[src/include/ast_pkg.sv]
// Constants and types for the asynchronous serial transmitter/receiver.
// Assumes a single core clock; the 16x sampling tick comes from ast_baud.
package ast_pkg;

	// ------------------------------------------------------------
	// Oversampling and bit timing
	// ------------------------------------------------------------
	localparam int unsigned OVS_RATE    = 16;
	localparam logic [3:0]  OVS_LAST    = 4'(OVS_RATE - 1);
	localparam logic [3:0]  SAMPLE_PH   = 4'h7;
	localparam logic [3:0]  CLK_RISE_PH = 4'h8;
	localparam logic [3:0]  PH_ZERO     = 4'h0;
	localparam logic [3:0]  PH_STEP     = 4'h1;

	// ------------------------------------------------------------
	// Character format
	// ------------------------------------------------------------
	localparam logic [2:0] LAST_BIT_8 = 3'h7;
	localparam logic [2:0] LAST_BIT_7 = 3'h6;
	localparam logic [2:0] IDX_ZERO   = 3'h0;
	localparam logic [2:0] IDX_STEP   = 3'h1;
	localparam logic       MARK       = 1'b1;
	localparam logic       SPACE      = 1'b0;

	// ------------------------------------------------------------
	// Reset values
	// ------------------------------------------------------------
	localparam logic [7:0] DATA_RST = 8'h00;
	localparam logic [7:0] DIV_RST  = 8'h00;
	localparam logic [7:0] DIV_STEP = 8'h01;
	localparam logic       TX_BUFFER_EMPTY_FLAG_RST = 1'b1;

	// ------------------------------------------------------------
	// State machines
	// ------------------------------------------------------------
	typedef enum logic [2:0] {TX_IDLE, TX_WAIT, TX_START, TX_DATA, TX_PAR, TX_STOP} ast_tx_e;
	typedef enum logic [2:0] {RX_IDLE, RX_START, RX_DATA, RX_PAR, RX_STOP} ast_rx_e;

endpackage

[src/rtl/ast_baud.sv]
// Sixteen-times bit-rate tick source.
// Assumes the external clock pin is asynchronous to the core clock.
`timescale 1ns/1ps
module ast_baud
	import ast_pkg::*;
(
	// Clock and reset
	input  wire logic       core_clk_i,
	input  wire logic       arst_n_i,
	// Configuration
	input  wire logic       ext_sel_i,
	input  wire logic [7:0] bit_rate_i,
	// External clock pin
	input  wire logic       ser_clk_pin_i,
	// Tick
	output logic            tick_o
);

	logic [7:0] div_reg;
	logic       pin_meta_reg;
	logic       pin_sync_reg;
	logic       pin_last_reg;

	wire div_zero = (div_reg == DIV_RST);
	wire pin_rise = pin_sync_reg & ~pin_last_reg;

	// ------------------------------------------------------------
	// Programmable divider
	// ------------------------------------------------------------
	always_ff @(posedge core_clk_i or negedge arst_n_i) begin
		if (!arst_n_i) begin
			div_reg <= DIV_RST;
		end else begin
			div_reg <= div_zero ? bit_rate_i : div_reg - DIV_STEP;
		end
	end

	// ------------------------------------------------------------
	// External clock synchroniser
	// ------------------------------------------------------------
	always_ff @(posedge core_clk_i or negedge arst_n_i) begin
		if (!arst_n_i) begin
			pin_meta_reg <= 1'b0;
			pin_sync_reg <= 1'b0;
			pin_last_reg <= 1'b0;
		end else begin
			pin_meta_reg <= ser_clk_pin_i;
			pin_sync_reg <= pin_meta_reg;
			pin_last_reg <= pin_sync_reg;
		end
	end

	assign tick_o = ext_sel_i ? pin_rise : div_zero;

endmodule

[src/rtl/ast_txrx.sv]
// Asynchronous serial transmitter/receiver with double buffering.
// Assumes software drives the control ports and clears flags by pulses.
`timescale 1ns/1ps

module ast_txrx
	import ast_pkg::*;
(
	// Clock and reset
	input  wire logic       core_clk_i,
	input  wire logic       arst_n_i,
	// Format
	input  wire logic       chr_7bit_i,
	input  wire logic       parity_en_i,
	input  wire logic       odd_parity_sel_i,
	input  wire logic       mp_mode_i,
	input  wire logic       two_stop_i,
	input  wire logic [7:0] bit_rate_i,
	// Control
	input  wire logic       clk_src_sel_hi_i,
	input  wire logic       clk_src_sel_lo_i,
	input  wire logic       tx_on_i,
	input  wire logic       rx_on_i,
	input  wire logic       tx_irq_en_i,
	input  wire logic       rx_irq_en_i,
	input  wire logic       done_irq_en_i,
	input  wire logic       break_pin_level_i,
	input  wire logic       break_pin_drive_i,
	// Transmit data and flag clears
	input  wire logic [7:0] tx_hold_data_i,
	input  wire logic       tx_hold_we_i,
	input  wire logic       addr_flag_bit_i,
	input  wire logic       tx_empty_clr_i,
	// Receive flag clears
	input  wire logic       rx_full_clr_i,
	input  wire logic       parity_fault_clr_i,
	input  wire logic       framing_fault_clr_i,
	input  wire logic       overrun_clr_i,
	// Status
	output logic            tx_buffer_empty_flag_o,
	output logic            tx_done_flag_o,
	output logic            rx_full_flag_o,
	output logic            parity_fault_flag_o,
	output logic            framing_fault_flag_o,
	output logic            overrun_flag_o,
	output logic [7:0]      rx_hold_o,
	// Interrupt requests
	output logic            tx_empty_irq_o,
	output logic            tx_done_irq_o,
	output logic            rx_full_irq_o,
	output logic            rx_error_irq_o,
	// Pins
	input  wire logic       rx_line_i,
	output logic            tx_line_o,
	output logic            tx_line_oe_o,
	input  wire logic       ser_clk_pin_i,
	output logic            ser_clk_pin_o,
	output logic            ser_clk_pin_oe_o
);

	// ------------------------------------------------------------
	// Declarations
	// ------------------------------------------------------------
	ast_tx_e    tx_state_reg;
	ast_tx_e    tx_state_next;
	ast_rx_e    rx_state_reg;
	ast_rx_e    rx_state_next;
	logic       tick;
	logic [3:0] tx_phase_reg;
	logic [2:0] tx_idx_reg;
	logic [7:0] tx_hold_reg;
	logic [7:0] tx_shift_reg;
	logic       tx_mpb_reg;
	logic       tx_chain_reg;
	logic       tx_second_reg;
	logic       tx_line_reg;
	logic       tx_line_next;
	logic       ser_clk_reg;
	logic       tx_buffer_empty_flag_reg;
	logic       tx_done_flag_reg;
	logic       rx_meta_reg;
	logic       rx_line_reg;
	logic [3:0] rx_cnt_reg;
	logic [2:0] rx_idx_reg;
	logic [7:0] rx_shift_reg;
	logic       rx_par_reg;
	logic [7:0] rx_hold_reg;
	logic       rx_full_flag_reg;
	logic       per_reg;
	logic       fer_reg;
	logic       overrun_flag_reg;

	// ------------------------------------------------------------
	// Tick source
	// ------------------------------------------------------------
	ast_baud u_baud (
		.core_clk_i    (core_clk_i),
		.arst_n_i      (arst_n_i),
		.ext_sel_i     (clk_src_sel_hi_i),
		.bit_rate_i    (bit_rate_i),
		.ser_clk_pin_i (ser_clk_pin_i),
		.tick_o        (tick)
	);

	// ------------------------------------------------------------
	// Decode
	// ------------------------------------------------------------
	wire       par_slot   = parity_en_i | mp_mode_i;
	wire [2:0] last_bit   = chr_7bit_i ? LAST_BIT_7 : LAST_BIT_8;
	wire       bit_end    = tick & (tx_phase_reg == OVS_LAST);
	wire       bit_mid    = tick & (tx_phase_reg == SAMPLE_PH);
	wire       tx_last    = (tx_idx_reg == last_bit);
	wire       stop_entry = bit_end & ((tx_state_reg == TX_PAR) |
	                        ((tx_state_reg == TX_DATA) & tx_last & ~par_slot));
	wire       tx_load    = tx_on_i & ~tx_buffer_empty_flag_reg &
	                        ((tx_state_reg == TX_IDLE) | stop_entry);
	wire       tx_finish  = stop_entry & tx_buffer_empty_flag_reg;
	wire       tx_stop_end = bit_end & (tx_state_reg == TX_STOP) &
	                        (~two_stop_i | tx_second_reg);
	wire [7:0] tx_data    = {tx_shift_reg[7] & ~chr_7bit_i, tx_shift_reg[6:0]};
	wire       tx_par_bit = mp_mode_i ? tx_mpb_reg : (^tx_data) ^ odd_parity_sel_i;

	wire       rx_err_any = per_reg | fer_reg | overrun_flag_reg;
	wire       rx_begin   = rx_on_i & ~rx_err_any & (rx_state_reg == RX_IDLE) &
	                        (rx_line_reg == SPACE);
	wire       rx_sample  = tick & (rx_cnt_reg == SAMPLE_PH) & (rx_state_reg != RX_IDLE);
	wire       rx_last    = (rx_idx_reg == last_bit);
	wire       rx_done    = rx_on_i & rx_sample & (rx_state_reg == RX_STOP);
	wire [7:0] rx_data    = {rx_shift_reg[7] & ~chr_7bit_i, rx_shift_reg[6:0]};
	wire       par_bad    = parity_en_i & ~mp_mode_i &
	                        (((^rx_data) ^ rx_par_reg) != odd_parity_sel_i);
	wire       stop_bad   = (rx_line_reg == SPACE);

	// ------------------------------------------------------------
	// Transmit state machine
	// ------------------------------------------------------------
	always_comb begin
		tx_state_next = tx_state_reg;
		case (tx_state_reg)
			TX_IDLE:  if (tx_load) tx_state_next = TX_WAIT;
			TX_WAIT:  if (bit_end) tx_state_next = TX_START;
			TX_START: if (bit_end) tx_state_next = TX_DATA;
			TX_DATA: begin
				if (bit_end && tx_last) begin
					tx_state_next = par_slot ? TX_PAR : TX_STOP;
				end
			end
			TX_PAR:   if (bit_end) tx_state_next = TX_STOP;
			TX_STOP: begin
				if (tx_stop_end) begin
					tx_state_next = tx_chain_reg ? TX_START : TX_IDLE;
				end
			end
			default:  tx_state_next = TX_IDLE;
		endcase
		if (!tx_on_i) begin
			tx_state_next = TX_IDLE;
		end
	end

	always_comb begin
		case (tx_state_reg)
			TX_START: tx_line_next = SPACE;
			TX_DATA:  tx_line_next = tx_shift_reg[tx_idx_reg];
			TX_PAR:   tx_line_next = tx_par_bit;
			default:  tx_line_next = MARK;
		endcase
		if (!tx_on_i) begin
			tx_line_next = break_pin_drive_i ? break_pin_level_i : MARK;
		end
	end

	always_ff @(posedge core_clk_i or negedge arst_n_i) begin
		if (!arst_n_i) begin
			tx_state_reg <= TX_IDLE;
			tx_line_reg  <= MARK;
		end else begin
			tx_state_reg <= tx_state_next;
			tx_line_reg  <= tx_line_next;
		end
	end

	// ------------------------------------------------------------
	// Transmit phase, clock output and bit index
	// ------------------------------------------------------------
	always_ff @(posedge core_clk_i or negedge arst_n_i) begin
		if (!arst_n_i) begin
			tx_phase_reg <= PH_ZERO;
			ser_clk_reg  <= 1'b0;
		end else begin
			tx_phase_reg <= tick ? tx_phase_reg + PH_STEP : tx_phase_reg;
			ser_clk_reg  <= (tx_phase_reg >= CLK_RISE_PH);
		end
	end

	always_ff @(posedge core_clk_i or negedge arst_n_i) begin
		if (!arst_n_i) begin
			tx_idx_reg    <= IDX_ZERO;
			tx_second_reg <= 1'b0;
		end else if (bit_end) begin
			tx_idx_reg    <= (tx_state_reg == TX_DATA) ? tx_idx_reg + IDX_STEP : IDX_ZERO;
			tx_second_reg <= (tx_state_reg == TX_STOP) & ~tx_second_reg;
		end
	end

	// ------------------------------------------------------------
	// Transmit buffers and flags
	// ------------------------------------------------------------
	always_ff @(posedge core_clk_i or negedge arst_n_i) begin
		if (!arst_n_i) begin
			tx_hold_reg <= DATA_RST;
		end else if (tx_hold_we_i) begin
			tx_hold_reg <= tx_hold_data_i;
		end
	end

	always_ff @(posedge core_clk_i or negedge arst_n_i) begin
		if (!arst_n_i) begin
			tx_shift_reg <= DATA_RST;
			tx_mpb_reg   <= 1'b0;
			tx_chain_reg <= 1'b0;
		end else if (!tx_on_i) begin
			tx_shift_reg <= DATA_RST;
			tx_chain_reg <= 1'b0;
		end else begin
			if (tx_load) begin
				tx_shift_reg <= tx_hold_reg;
				tx_mpb_reg   <= addr_flag_bit_i;
			end
			if (stop_entry) begin
				tx_chain_reg <= tx_load;
			end
		end
	end

	always_ff @(posedge core_clk_i or negedge arst_n_i) begin
		if (!arst_n_i) begin
			tx_buffer_empty_flag_reg <= TX_BUFFER_EMPTY_FLAG_RST;
			tx_done_flag_reg <= TX_BUFFER_EMPTY_FLAG_RST;
		end else begin
			tx_buffer_empty_flag_reg <= ~tx_on_i | tx_load | (tx_buffer_empty_flag_reg & ~tx_empty_clr_i);
			tx_done_flag_reg <= tx_finish | (tx_done_flag_reg & ~tx_empty_clr_i);
		end
	end

	// ------------------------------------------------------------
	// Receive synchroniser and state machine
	// ------------------------------------------------------------
	always_ff @(posedge core_clk_i or negedge arst_n_i) begin
		if (!arst_n_i) begin
			rx_meta_reg <= MARK;
			rx_line_reg <= MARK;
		end else begin
			rx_meta_reg <= rx_line_i;
			rx_line_reg <= rx_meta_reg;
		end
	end

	always_comb begin
		rx_state_next = rx_state_reg;
		case (rx_state_reg)
			RX_IDLE:  if (rx_begin) rx_state_next = RX_START;
			RX_START: begin
				if (rx_sample) begin
					rx_state_next = (rx_line_reg == SPACE) ? RX_DATA : RX_IDLE;
				end
			end
			RX_DATA: begin
				if (rx_sample && rx_last) begin
					rx_state_next = par_slot ? RX_PAR : RX_STOP;
				end
			end
			RX_PAR:   if (rx_sample) rx_state_next = RX_STOP;
			RX_STOP:  if (rx_sample) rx_state_next = RX_IDLE;
			default:  rx_state_next = RX_IDLE;
		endcase
		if (!rx_on_i) begin
			rx_state_next = RX_IDLE;
		end
	end

	always_ff @(posedge core_clk_i or negedge arst_n_i) begin
		if (!arst_n_i) begin
			rx_state_reg <= RX_IDLE;
			rx_cnt_reg   <= PH_ZERO;
		end else begin
			rx_state_reg <= rx_state_next;
			if (rx_state_reg == RX_IDLE) begin
				rx_cnt_reg <= PH_ZERO;
			end else if (tick) begin
				rx_cnt_reg <= rx_cnt_reg + PH_STEP;
			end
		end
	end

	// ------------------------------------------------------------
	// Receive shifting
	// ------------------------------------------------------------
	always_ff @(posedge core_clk_i or negedge arst_n_i) begin
		if (!arst_n_i) begin
			rx_shift_reg <= DATA_RST;
			rx_idx_reg   <= IDX_ZERO;
			rx_par_reg   <= 1'b0;
		end else if (rx_sample) begin
			case (rx_state_reg)
				RX_START: begin
					rx_shift_reg <= DATA_RST;
					rx_idx_reg   <= IDX_ZERO;
				end
				RX_DATA: begin
					rx_shift_reg[rx_idx_reg] <= rx_line_reg;
					rx_idx_reg               <= rx_idx_reg + IDX_STEP;
				end
				RX_PAR:  rx_par_reg <= rx_line_reg;
				default: rx_par_reg <= rx_par_reg;
			endcase
		end
	end

	// ------------------------------------------------------------
	// Receive hold register and flags
	// ------------------------------------------------------------
	always_ff @(posedge core_clk_i or negedge arst_n_i) begin
		if (!arst_n_i) begin
			rx_hold_reg <= DATA_RST;
		end else if (rx_done && !rx_full_flag_reg) begin
			rx_hold_reg <= rx_data;
		end
	end

	always_ff @(posedge core_clk_i or negedge arst_n_i) begin
		if (!arst_n_i) begin
			rx_full_flag_reg <= 1'b0;
			per_reg  <= 1'b0;
			fer_reg  <= 1'b0;
			overrun_flag_reg <= 1'b0;
		end else begin
			rx_full_flag_reg <= (rx_done & ~rx_full_flag_reg & ~stop_bad & ~par_bad) |
			            (rx_full_flag_reg & ~rx_full_clr_i);
			overrun_flag_reg <= (rx_done & rx_full_flag_reg) | (overrun_flag_reg & ~overrun_clr_i);
			fer_reg  <= (rx_done & stop_bad) | (fer_reg & ~framing_fault_clr_i);
			per_reg  <= (rx_done & par_bad) | (per_reg & ~parity_fault_clr_i);
		end
	end

	// ------------------------------------------------------------
	// Outputs
	// ------------------------------------------------------------
	assign tx_buffer_empty_flag_o = tx_buffer_empty_flag_reg;
	assign tx_done_flag_o         = tx_done_flag_reg;
	assign rx_full_flag_o         = rx_full_flag_reg;
	assign parity_fault_flag_o    = per_reg;
	assign framing_fault_flag_o   = fer_reg;
	assign overrun_flag_o         = overrun_flag_reg;
	assign rx_hold_o              = rx_hold_reg;
	assign tx_empty_irq_o         = tx_irq_en_i & tx_buffer_empty_flag_reg;
	assign tx_done_irq_o          = done_irq_en_i & tx_done_flag_reg;
	assign rx_full_irq_o          = rx_irq_en_i & rx_full_flag_reg;
	assign rx_error_irq_o         = rx_irq_en_i & rx_err_any;
	assign tx_line_o              = tx_line_reg;
	assign tx_line_oe_o           = tx_on_i | break_pin_drive_i;
	assign ser_clk_pin_o          = ser_clk_reg;
	assign ser_clk_pin_oe_o       = ~clk_src_sel_hi_i & clk_src_sel_lo_i;
endmodule

[config.mk]
export PLATFORM = sky130hd
export DESIGN_NAME = ast_txrx
export DESIGN_NICKNAME = d
export VERILOG_FILES = /design/src/include/ast_pkg.sv /design/src/rtl/ast_baud.sv /design/src/rtl/ast_txrx.sv
export SDC_FILE = /design/constraint.sdc
export NUM_CORES = 1
export LEC_CHECK = 0
export BUFFER_PORTS_ARGS = -buffer_cell sky130_fd_sc_hd__buf_4
export CAP_MARGIN = 15
export CORE_MARGIN = 1.5
export CORE_UTILIZATION = 51
export DETAILED_ROUTE_END_ITERATION = 6
export GPL_ROUTABILITY_DRIVEN = 1
export GPL_TIMING_DRIVEN = 0
export PLACE_DENSITY = 0.87
export REMOVE_ABC_BUFFERS = 1
export SYNTH_ARGS = -nofsm -noshare
export SYNTH_HDL_FRONTEND = slang
export SYNTH_SLANG_ARGS = --single-unit
[constraint.sdc]
create_clock -name core_clk_i -period 2.7 [get_ports core_clk_i]
set_input_delay 0.27 -clock core_clk_i [delete_from_list [all_inputs] [get_ports core_clk_i]]
set_output_delay 0.27 -clock core_clk_i [all_outputs]
set_load 0.01 [all_outputs]
Yosys cells after proc, flatten, opt, wreduce, memory -nomap -nowiden
Cells that the tools add are included.

word-level totals
  bits in registers = 77
  input bits = 41
  output and inout port bits = 22

cells by class
  add/sub/neg operators = 5
  $lt $le $gt $ge = 4
  equal/unequal tests = 27
  mux-type cells = 40
  bitwise operators = 73
  reductions and logical operators = 18

operator list
  operator                                                                      count
  3-bit 2-to-1 mux                                                              15
  1-bit bitwise AND                                                             39
  3-bit inequality test, second input constant                                  11
  8-bit 2-to-1 mux                                                              3
  1-bit NOT                                                                     18
  3-bit case mux with 6 select lines                                            1
  8-bit case mux with 2 select lines                                            1
  8-bit XOR reduction                                                           2
  3-bit case mux with 5 select lines                                            1
  1-bit OR                                                                      14
  3-bit by 2-bit equality test with 1-bit output, second input constant         4
  1-bit 2-to-1 mux                                                              10
  3-bit equality test, second input constant                                    3
  4-bit by 1-bit adder with 4-bit output, second input constant                 2
  8-bit bitwise mux                                                             1
  8-bit logical NOT                                                             1
  3-bit by 4-bit less-than comparator with 1-bit output, second input constant  2
  4-bit 2-to-1 mux                                                              2
  8-bit by 1-bit subtractor with 8-bit output, second input constant            1
  3-bit by 1-bit adder with 3-bit output, second input constant                 2
  3-bit by 1-bit equality test with 1-bit output, second input constant         2
  3-bit equality test                                                           2
  3-bit logical NOT                                                             2
  3-bit case mux with 2 select lines                                            1
  other kinds (18)                                                              27

Logic depth before layout (Yosys ltp)
Gate-level depths: netlist of run 1.

  word-level depth = 11
  gate-level depth with buffers = 9
  depth with buffers taken out = 8

Cells and area by module
From an unflattened synthesis of run 1, not the netlist that was laid out.

unflattened totals
  cell total of the unflattened synthesis = 382
  area total of the unflattened synthesis = 4068.9 µm²

modules (own cells, without submodules)
  module    times used  cells an instance  area each (µm²)  seq. area each (µm²)
  ast_txrx  1           335                3503.4           1657.8
  ast_baud  1           47                 565.5            275.3

Worst setup path before layout of run 1
No wires, ideal clock.

  path type = register -> register
  from = register u_baud.div_reg[0]
  to = register rx_hold_reg[0] (netlist: rx_hold_o[0])
  arrival time = 2.493 ns
  data required time = 2.575 ns
  path slack = 0.083 ns
  cell stages (with the launch flop) = 9
  buffers on the path = 0
  path through = dfrtp_1 > inv_1 > ha_1 > or4b_1 > o21a_4 > nor3_4 > nand4_2 > nor2_2 > mux2_2

between the ends
  word-level cells in the longest chain between the ends = 7

ends and longest elaborated chain
  element                         RTL line         RTL
  start: declaration              ast_baud.sv:19   logic [7:0] div_reg;
  start signal: assignment        ast_baud.sv:34   div_reg <= div_zero ? bit_rate_i : div_reg - DIV_STEP;
  8-bit logical NOT               ast_baud.sv:24   wire div_zero = (div_reg == DIV_RST);
  1-bit 2-to-1 mux                ast_baud.sv:53   assign tick_o = ext_sel_i ? pin_rise : div_zero;
  1-bit bitwise AND (2 in a row)  ast_txrx.sv:125  wire rx_sample = tick & (rx_cnt_reg == SAMPLE_PH) & (rx_state_reg != RX_IDLE);
  1-bit bitwise AND (2 in a row)  ast_txrx.sv:127  wire rx_done = rx_on_i & rx_sample & (rx_state_reg == RX_STOP);
  1-bit logical AND               ast_txrx.sv:325  end else if (rx_done && !rx_full_flag_reg) begin
  end signal: assignment          ast_txrx.sv:326  rx_hold_reg <= rx_data;
  end: declaration                ast_txrx.sv:86   logic [7:0] rx_hold_reg;

No other way between the ends.
A chain may end at the register's enable or synchronous reset.

Worst setup path after layout of run 1
  from = register u_baud.div_reg[0]
  to = register rx_shift_reg[2]

between the ends
  word-level cells in the longest chain between the ends = 5

ends and longest elaborated chain
  element                         RTL line         RTL
  8-bit logical NOT               ast_baud.sv:24
  1-bit 2-to-1 mux                ast_baud.sv:53
  1-bit bitwise AND (2 in a row)  ast_txrx.sv:125
  2-bit AND reduction (no line)   -
  end signal: indexed assignment  ast_txrx.sv:310  rx_shift_reg[rx_idx_reg] <= rx_line_reg;
  end: declaration                ast_txrx.sv:84   logic [7:0] rx_shift_reg;

No other way between the ends.

==> results.ini, run 1 <==
[synth]
synth_area_per_cell_sq_um=10.3
synthArstFlopShare_pct=100
synth_edf_count=0
syn_inst=374
yosysUniqueCellTypes=53
syn-cell-area_sq_um=3840
synth_top_area_cell=dfrtp_1
synth-main-ff-cell=dfrtp_1
ys_seq_area_share_pct=50.3
ys_ff_latch=77
synth.area.top_cells=dfrtp_1, xnor2_1, mux2i_1, nand2_1, o21ai_0
synth.yosys.warnings=0
yosysTopAreaCellShare_pct=46.9

[critical_path]
reg2reg_to=rx_shift_reg[2]
cpPeakStageDelay_ns=0.49
critPathTopFamily=simple AND/OR/NAND/NOR gates
crit_cells=8
endpoint_kind=register
r2r_slack_ns=0.06
critPathKind=register to register
worstPathMaxFanout=6
arrival_ns=2.86
crit_start=u_baud.div_reg[0]
crit_chain=inv_1 > ha_4 > or4b_4 > o21a_4 > or3_4 > nor4_2 > mux2i_1 > nor2_1
cp_num_buf_inv=1
startpoint_type=register
critical_path_required_ns=2.92
worst_path_max_delay_cell=or4b_4
worstReg2RegStart=u_baud.div_reg[0]
worstRegToRegCells=8

[finish]
num-nets-final=486
diodes=0
syn_to_final_growth_pct=23.5
utilization_pct=65.4
drive_gt1_share_pct=27.0

[global_route]
grt_max_degree=78
grtUsageTotal_pct=21.2
antenna_found_initial=0
grt_first_pass_wirelength_um=13900
grt_overflow=0
first_global_vias=3012

[sta]
hold_violations=0
slew_violations=0
holdWs_ns=0.0236
fin_crit_ns=2.64
maxSlewHeadroom_pct=14.7
period_share_pct=97.7
tightest_slew_ns=1.27
finClkSkew_ns=0.00841
max_freq_mhz=379
finalSetupViolCount=0

[cts]
cts_made_buffers=9
cts_buffer_depth=2
ctsHoldBuffers=0
cts_tree=built
cts_root_buffer=clkbuf_8
clock-sinks=77
h-tree-depth=3
clkLatencyLatePin_ns=0.35
cts.clk_slew.worst_paths_ns=0.08

[power]
irDropWorstVdd_uv=338
leakage_uw=0.00212
power_density_nw_per_um2=549

[routing]
ant_nets=0
viasPerCell=5.60
post-route-drc-count=0
wl_um=7960
drtPass1Iterations=5
route.vias.total=3040
wire_per_inst_um=14.7
first_iter_violations=204

[run]
drv_cap=0

[min_path]
hp-class=primary input to register
worstHoldPathCells=1
min_to=rx_meta_reg
min_from=rx_line_i

[floorplanning]
num_io_pins=63
die_x_um=89.8
dieArea_sq_um=8060
initial_core_util_pct=53.0
die_h_um=89.8
num_rows=31
coreArea_sq_um=7250

[outcome]
status=complete, no violations

[placed_design]
port_buffers=62
dp_hpwl_um=5370
globalplace.congestion=0.894

==> where the power goes <==
group          switching (uW)  leakage [uW]  internal (uW)
registers                78.8      0.000998           1240
clock network             437      0.000102            523
logic                     167       0.00102            164
==> timing repair <==
| action | CTS | global route |
|---|---|---|
| pin swaps | 2 | 2 |
| resized for setup | 11 | 9 |
| gates cloned | 0 | 1 |
| endpoints found under the setup margin | 25 | 25 |
| buffers inserted | 2 | 0 |
==> layout by cell type, fill, tap and decap left out, types with 10 or more instances in the layout <==
cell / instances
mux2i_1: 17
inv_1: 26
o21ai_0: 29
buf_4: 64
xnor2_1: 23
nand2_1: 45
mux2_2: 10
nor2_1: 20
dfrtp_1: 72
==> metrics by stage <==
step | instances | power, uW | TNS, ns | setup WS, ns | cell area (sq um)
global placement | 523 | 1650 | -3.74 | -0.270 | 4370
finish | 543 | 2610 | 0 | 0.0613 | 4750
floorplan | 362 | 1510 | 0 | 0.0822 | 3780
global route | 543 | 2730 | -0.0323 | -0.0323 | 4750
CTS | 541 | 2620 | -0.0328 | -0.0251 | 4670
detailed placement | 523 | 1660 | -5.20 | -0.294 | 4370
==> per-layer routing <==
layer  vias up  GRT usage [%]  share of wire (%)
met5         -              0                  0
met4         0           8.86                2.0
met2       122           35.8                 50
li1       1435              -                  -
met1      1465           26.8                 42
met3        18           4.23                5.9
==> layout make-up <==
| class | instances | area, sq um |
|---|---|---|
| multi-input cells | 260 | 1880 |
| repair buffers | 65 | 485 |
| clock inverters | 7 | 100 |
| clock buffers | 9 | 124 |
| inverters | 26 | 97.6 |
| flip-flops and latches | 77 | 1930 |
| fillers | 545 | 2510 |
| well taps | 99 | 124 |
==> worst max-delay path by stage <==
| stage | slack, ns | to |
|---|---|---|
| 6_report | 0.06 | rx_shift_reg[2] |
| 5_1_grt | -0.03 | rx_shift_reg[2] |
| 4_1_cts | -0.03 | tx_mpb_reg |
| 3_5_place_dp | -0.29 | tx_mpb_reg |
| 3_3_place_gp | -0.27 | tx_mpb_reg |
| 2_1_floorplan | 0.08 | rx_hold_o[0] |
==> logic make-up (layout without fill, tap and decap cells) <==
logic type / Yosys count / after routing / synth area share (%)
and+or+nand+nor: 129 / 130 / 17.3
AOI/OAI and AO/OA: 66 / 66 / 10.7
DFF: 77 / 77 / 50.3
xor gates and xnor gates: 29 / 29 / 6.97
buffers and inverters: 38 / 107 / 4.17
adders and majority gates: 6 / 6 / 1.95
muxes: 29 / 29 / 8.53
==> Yosys cell counts, drive strengths merged (5+ instances only) <==
cell    instances
nand3           8
nand2b          9
mux2i          17
xor2            5
nor3            6
xnor2          23
nand2          45
dfrtp          72
inv            26
nor2           22
nor2b           6
nor4           13
ha              6
a21oi           9
clkbuf          8
mux2           10
dfstp           5
o21ai          31
No activity file was read; power rests on OpenSTA's default activity.
==> run 2: changes to the inputs <==
--- a/config.mk
+++ b/config.mk
@@ -12,6 +12,7 @@
 export DETAILED_ROUTE_END_ITERATION = 6
 export GPL_ROUTABILITY_DRIVEN = 1
 export GPL_TIMING_DRIVEN = 0
+export HOLD_SLACK_MARGIN = 0.15
 export PLACE_DENSITY = 0.87
 export REMOVE_ABC_BUFFERS = 1
 export SYNTH_ARGS = -nofsm -noshare
==> run 2 against run 1 <==
Effect of this change: cell count grew 3.9%; maximum frequency grew 0.46%; total power grew 1.0%; combinational power grew 7.6%; die area is the same; critical path type unchanged.
==> results.ini, run 2 (synthesized netlist as in run 1, its figures left out) <==
[outcome]
status=complete, no violations  ; unchanged

[finish]
num-nets-final=507  ; was 486
fin_cells=564  ; was 543
drive_gt1_share_pct=26.0  ; was 27.0%
layout_common_cells=dfrtp_1, buf_4, nand2_1  ; unchanged
final_common_cell=dfrtp_1  ; unchanged
diodes=0  ; unchanged
syn_to_final_growth_pct=28.8  ; was 23.5%

[power]
irDropWorstVdd_uv=345  ; was 338 uV
clkPwrFrac_pct=36.5  ; was 36.8%
comb_power_share_pct=13.5  ; was 12.7%
leakage_uw=0.00220  ; was 0.00212 uW
power_density_nw_per_um2=532  ; was 549 nW/um^2
p_int_uw=1940  ; was 1920 uW
switching_share_pct=26.2  ; about the same
power_frac_seq_pct=50.0  ; was 50.5%
netSwitchingPower_uw=689  ; was 683 uW

[global_route]
grtUsageTotal_pct=22.2  ; was 21.2%
first_global_vias=3143  ; was 3012
grt_overflow=0  ; unchanged
grt_max_degree=78  ; unchanged
antenna_found_initial=0  ; unchanged
grt_first_pass_wirelength_um=14500  ; was 13900 um

[critical_path]
crit_start=u_baud.div_reg[1]  ; was u_baud.div_reg[0]
worstRegToRegCells=8  ; unchanged
r2r_slack_ns=0.07  ; was 0.06 ns
arrival_ns=2.85  ; was 2.86 ns
startpoint_type=register  ; unchanged
reg2reg_to=rx_shift_reg[2]  ; unchanged
worstReg2RegStart=u_baud.div_reg[1]  ; was u_baud.div_reg[0]
critPathKind=register to register  ; unchanged
endpoint_kind=register  ; unchanged
critical_path_required_ns=2.92  ; about the same
worstPathMaxFanout=6  ; unchanged
cp-endpoint=rx_shift_reg[2]  ; unchanged

[floorplanning]
die_x_um=89.8  ; unchanged
dieArea_sq_um=8060  ; unchanged
num_io_pins=63  ; unchanged
die_h_um=89.8  ; unchanged
coreArea_sq_um=7250  ; unchanged
num_rows=31  ; unchanged
initial_core_util_pct=53.0  ; unchanged

[routing]
wire_per_inst_um=14.8  ; was 14.7 um
first_iter_violations=196  ; was 204
wl_um=8360  ; was 7960 um
drtPass1Iterations=5  ; unchanged
ant_nets=0  ; unchanged
post-route-drc-count=0  ; unchanged
viasPerCell=5.51  ; was 5.60
route.vias.total=3107  ; was 3040

[sta]
max_freq_mhz=381  ; was 379 MHz
finalSetupViolCount=0  ; unchanged
finClkSkew_ns=0.00688  ; was 0.00841 ns
maxSlewHeadroom_pct=14.3  ; was 14.7%
setup_tns_ns=0  ; unchanged
fin_crit_ns=2.63  ; was 2.64 ns
period_share_pct=97.3  ; was 97.7%
rsz0062_at_grt=false
slew_violations=0  ; unchanged
hold_violations=0  ; unchanged
tightest_slew_ns=1.28  ; was 1.27 ns

[run]
drv_cap=0  ; unchanged

[cts]
cts.clk_slew.worst_paths_ns=0.08  ; about the same
h-tree-depth=3  ; unchanged
cts_made_buffers=9  ; unchanged
cts_root_buffer=clkbuf_8  ; unchanged
cts_buffer_depth=2  ; unchanged
cts_tree=built  ; unchanged
clock-sinks=77  ; unchanged
clkLatencyLatePin_ns=0.35  ; about the same

[placed_design]
port_buffers=62  ; unchanged
globalplace.congestion=0.894  ; unchanged
place_inst=523  ; unchanged
dp_hpwl_um=5370  ; unchanged

[min_path]
hp-class=primary input to register  ; unchanged

-- run 2: cell types whose count changed in the layout (fill, tap and decap cells not counted) --
cell	before	now
dlygate4sd3_1	0	21
inv_1	26	25
inv_2	0	1
nand4_2	0	1
nand4_4	1	0
-- run 2: final cells by class --
type / instances / area, sq um
Clock buffer: 9 / 124
Clock inverter: 7 / 100
Fill cell: 517 / 2300
Inverter: 26 / 97.6
Multi-Input combinational cell: 260 / 1870
Sequential cell: 77 / 1930
Tap cell: 99 / 124
Timing Repair Buffer: 86 / 696
-- run 2: how the worst min path moves through the flow --
stage	from	to	slack [ns]	depth (start not counted)
floorplan	arst_n_i	framing_fault_flag_o	-0.03	0
global route	break_pin_level_i	tx_line_o	0.17	2
finish	break_pin_level_i	tx_line_o	0.16	2
CTS	break_pin_level_i	tx_line_o	0.15	2
global placement	u_baud.pin_meta_reg	u_baud.pin_sync_reg	0.34	0
detailed placement	u_baud.pin_meta_reg	u_baud.pin_sync_reg	0.34	0
-- run 2: worst max-delay path, cell delays in order (launching register included) --
cell	delay [ns]
dfrtp_1	0.38
inv_1	0.12
ha_4	0.17
or4b_4	0.49
o21a_4	0.25
or3_4	0.43
nor4_2	0.36
mux2i_1	0.24
nor2_1	0.05
-- run 2: per-layer routing --
layer / up-vias / share of wire [%] / wire (um) / GRT usage, %
met4: 0 / 1.8 / 151 / 8.99
met1: 1497 / 42 / 3480 / 27.7
met3: 18 / 5.7 / 476 / 3.98
met5: - / 0 / 0 / 0
li1: 1475 / - / - / -
met2: 117 / 51 / 4250 / 38.2
-- run 2: timing repair --
item / 4_1_cts / 5_1_grt
setup endpoints to repair: 25 / 27
endpoints found under the hold margin: 93 / 0
gates cloned: 0 / 1
pin swaps: 2 / 3
hold buffers: 21 / 0
resized for setup: 11 / 9
buffers inserted: 2 / 0
-- run 2: metrics by stage --
stage | hold slack [ns] | setup WS, ns | util, % | total power (uW) | cell area, sq um
floorplan | -0.0256 | 0.0822 | - | 1510 | 3780
global placement | 0.335 | -0.270 | 60.2 | 1650 | 4370
detailed placement | 0.342 | -0.294 | 60.2 | 1660 | 4370
CTS | 0.151 | -0.0251 | 67.2 | 2650 | 4880
global route | 0.168 | 0.00367 | 68.2 | 2760 | 4950
finish | 0.161 | 0.0735 | 68.2 | 2630 | 4950
-- run 2: power groups by stage --
| stage | clock, uW | combinational (uW) | sequential, uW |
|---|---|---|---|
| global placement | 0 | 316 | 1330 |
| CTS | 978 | 355 | 1310 |
| global route | 1030 | 402 | 1330 |
| finish | 961 | 356 | 1320 |
| floorplan | 0 | 191 | 1320 |
| detailed placement | 0 | 327 | 1340 |
==> run 3: changes to the inputs <==
--- a/config.mk
+++ b/config.mk
@@ -8,12 +8,12 @@
 export BUFFER_PORTS_ARGS = -buffer_cell sky130_fd_sc_hd__buf_4
 export CAP_MARGIN = 15
 export CORE_MARGIN = 1.5
-export CORE_UTILIZATION = 51
+export CORE_UTILIZATION = 55
 export DETAILED_ROUTE_END_ITERATION = 6
 export GPL_ROUTABILITY_DRIVEN = 1
 export GPL_TIMING_DRIVEN = 0
 export HOLD_SLACK_MARGIN = 0.15
-export PLACE_DENSITY = 0.87
+export PLACE_DENSITY = 0.89
 export REMOVE_ABC_BUFFERS = 1
 export SYNTH_ARGS = -nofsm -noshare
 export SYNTH_HDL_FRONTEND = slang
==> constraint.sdc (replaced) <==
create_clock -name core_clk_i -period 2.6 [get_ports core_clk_i]
set_input_delay 0.26 -clock core_clk_i [delete_from_list [all_inputs] [get_ports core_clk_i]]
set_output_delay 0.26 -clock core_clk_i [all_outputs]
set_load 0.01 [all_outputs]
==> run 3 against run 2 <==
Effect of this change: the run now ends with setup timing left; cell count decreased by 0.89%; non-clock buffer count increased by 15; combinational power increased by 9.3%; hold slack got worse by 0.0018 ns; clock skew increased by 0.012 ns; via count increased by 6.1%; sequential share of layout area decreased by 1.7 points; first-iteration DRC count increased by 53%; worst setup slack got worse by 0.21 ns; utilization increased by 8.3 points; sequential cell count unchanged; die area decreased by 7.0%; critical endpoint is now rx_shift_reg[5]; largest cell class is now multi-input gates.
==> results.ini, run 3 (synthesized netlist as in run 1, its figures left out) <==
[floorplanning]
dieArea_sq_um=7500  ; was 8060 sq um
die_h_um=86.6  ; was 89.8 um
die_x_um=86.6  ; was 89.8 um
num_io_pins=63  ; unchanged
num_rows=30  ; was 31
initial_core_util_pct=56.9  ; was 53.0%
coreArea_sq_um=6760  ; was 7250 sq um

[critical_path]
endpoint_kind=register  ; unchanged
critical_path_required_ns=2.84  ; was 2.92 ns
worstReg2RegStart=u_baud.div_reg[0]  ; was u_baud.div_reg[1]
startpoint_type=register  ; unchanged
worstPathMaxFanout=9  ; was 6
critPathKind=register to register  ; unchanged
crit_start=u_baud.div_reg[0]  ; was u_baud.div_reg[1]
worstRegToRegCells=8  ; unchanged
arrival_ns=2.97  ; was 2.85 ns

[cts]
clock-sinks=77  ; unchanged
clkLatencyLatePin_ns=0.37  ; was 0.35 ns
cts_made_buffers=9  ; unchanged
cts_tree=built  ; unchanged
cts.clk_slew.worst_paths_ns=0.09  ; was 0.08 ns
cts_buffer_depth=2  ; unchanged
h-tree-depth=3  ; unchanged
cts_root_buffer=clkbuf_8  ; unchanged

[power]
clkPwrFrac_pct=39.1  ; was 36.5%
switching_share_pct=26.6  ; was 26.2%
power_density_nw_per_um2=559  ; was 532 nW/um^2
leakage_uw=0.00232  ; was 0.00220 uW
p_int_uw=2120  ; was 1940 uW
p_total_uw=2890  ; was 2630 uW
netSwitchingPower_uw=768  ; was 689 uW
power_frac_seq_pct=47.4  ; was 50.0%
irDropWorstVdd_uv=496  ; was 345 uV
comb_power_share_pct=13.5  ; about the same

[placed_design]
dp_hpwl_um=5660  ; was 5370 um
placed_area_sq_um=4350  ; was 4370 sq um
port_buffers=62  ; unchanged
globalplace.congestion=0.869  ; was 0.894
place_inst=504  ; was 523

[sta]
period_share_pct=105  ; was 97.3%
setup_tns_ns=-0.262  ; was 0 ns
tightest_slew_ns=1.44  ; was 1.28 ns
slew_violations=0  ; unchanged
rsz0062_at_grt=true  ; was false
max_freq_mhz=366  ; was 381 MHz
hold_violations=0  ; unchanged
finClkSkew_ns=0.0188  ; was 0.00688 ns
finalSetupViolCount=5  ; was 0
maxSlewHeadroom_pct=3.50  ; was 14.3%
fin_crit_ns=2.73  ; was 2.63 ns
setup_ws_ns=-0.134  ; was 0.0735 ns

[routing]
ant_nets=0  ; unchanged
wl_um=10300  ; was 8360 um
routed-wl-met2_um=5490  ; was 4250 um
wire_per_inst_um=18.4  ; was 14.8 um
post-route-drc-count=0  ; unchanged
drtPass1Iterations=4  ; was 5
top_layer=met4  ; unchanged
route.vias.total=3296  ; was 3107
wl_met3_um=536  ; was 476 um
met1Wirelength_um=3900  ; was 3480 um
viasPerCell=5.90  ; was 5.51
first_iter_violations=300  ; was 196

[global_route]
grt_overflow=0  ; unchanged
antenna_found_initial=0  ; unchanged
grt_max_degree=78  ; unchanged
grtUsageTotal_pct=26.0  ; was 22.2%
first_global_vias=3267  ; was 3143
grt_first_pass_wirelength_um=15000  ; was 14500 um

[finish]
fin_cells=559  ; was 564
num-nets-final=521  ; was 507
design_area_sq_um=5170  ; was 4950 sq um
syn_to_final_growth_pct=34.6  ; was 28.8%
utilization_pct=76.5  ; was 68.2%
final_common_cell=buf_4  ; was dfrtp_1
layout_common_cells=buf_4, dfrtp_1, nand2_1  ; was dfrtp_1, buf_4, nand2_1
drive_gt1_share_pct=29.4  ; was 26.0%
diodes=0  ; unchanged

[outcome]
status=complete, but fails checks  ; was complete, no violations
failed_checks=setup timing

[run]
drv_cap=0  ; unchanged

[min_path]
min_from=break_pin_level_i  ; unchanged
worstHoldPathCells=2  ; unchanged
hp-class=primary input to register  ; unchanged

run 3: area by class of cell:
class	instances	area (sq um)
clock buffers	9	124
clock inverters	7	121
fillers	387	1590
inverters	26	97.6
multi-input cells	259	1960
flip-flops and latches	77	1930
well taps	80	100
repair buffers	101	840
run 3: power by group through the flow:
stage	sequential, uW	clock, uW	combinational [uW]
CTS	1370	1130	378
finish	1370	1130	389
floorplan	1370	0	198
global placement	1380	0	325
global route	1380	1200	430
detailed placement	1390	0	342
run 3: critical path, cell delays in order, from the launching register on:
cell	delay [ns]
dfrtp_1	0.41
inv_2	0.08
ha_4	0.15
or4b_4	0.50
o21a_4	0.27
or3_4	0.45
nor4_4	0.40
mux2i_1	0.29
nor2_1	0.08
run 3: what timing repair did:
action                                  in CTS  in global routing
hold endpoints to repair                    94                  0
hold buffers                                23                  0
resized for setup                           20                 25
pin swaps                                    3                 10
buffers inserted                             3                 13
endpoints found under the setup margin      27                 29
run 3: path summary, 6_finish.rpt:
check,endpoint,slack [ns]
hold reg to reg,rx_line_reg,0.34
setup reg to reg,rx_shift_reg[5],-0.13
min in group asynchronous,u_baud.div_reg[1],0.58
setup / recovery,rx_shift_reg[5],-0.13
max in group asynchronous,tx_hold_reg[3],1.37
hold / removal,tx_line_o,0.16
run 3: routing by layer:
metal,track usage (%),up-vias
li1,-,1501
met5,0,-
met1,30.8,1621
met2,44.7,134
met3,6.29,40
met4,11.7,0
run 3: stage by stage:
step	hold slack, ns	setup slack, ns
2_1_floorplan	-0.0356	-0.0178
5_1_grt	0.151	-0.200
6_report	0.160	-0.134
3_3_place_gp	0.334	-0.358
3_5_place_dp	0.335	-0.442
4_1_cts	0.156	0.0135
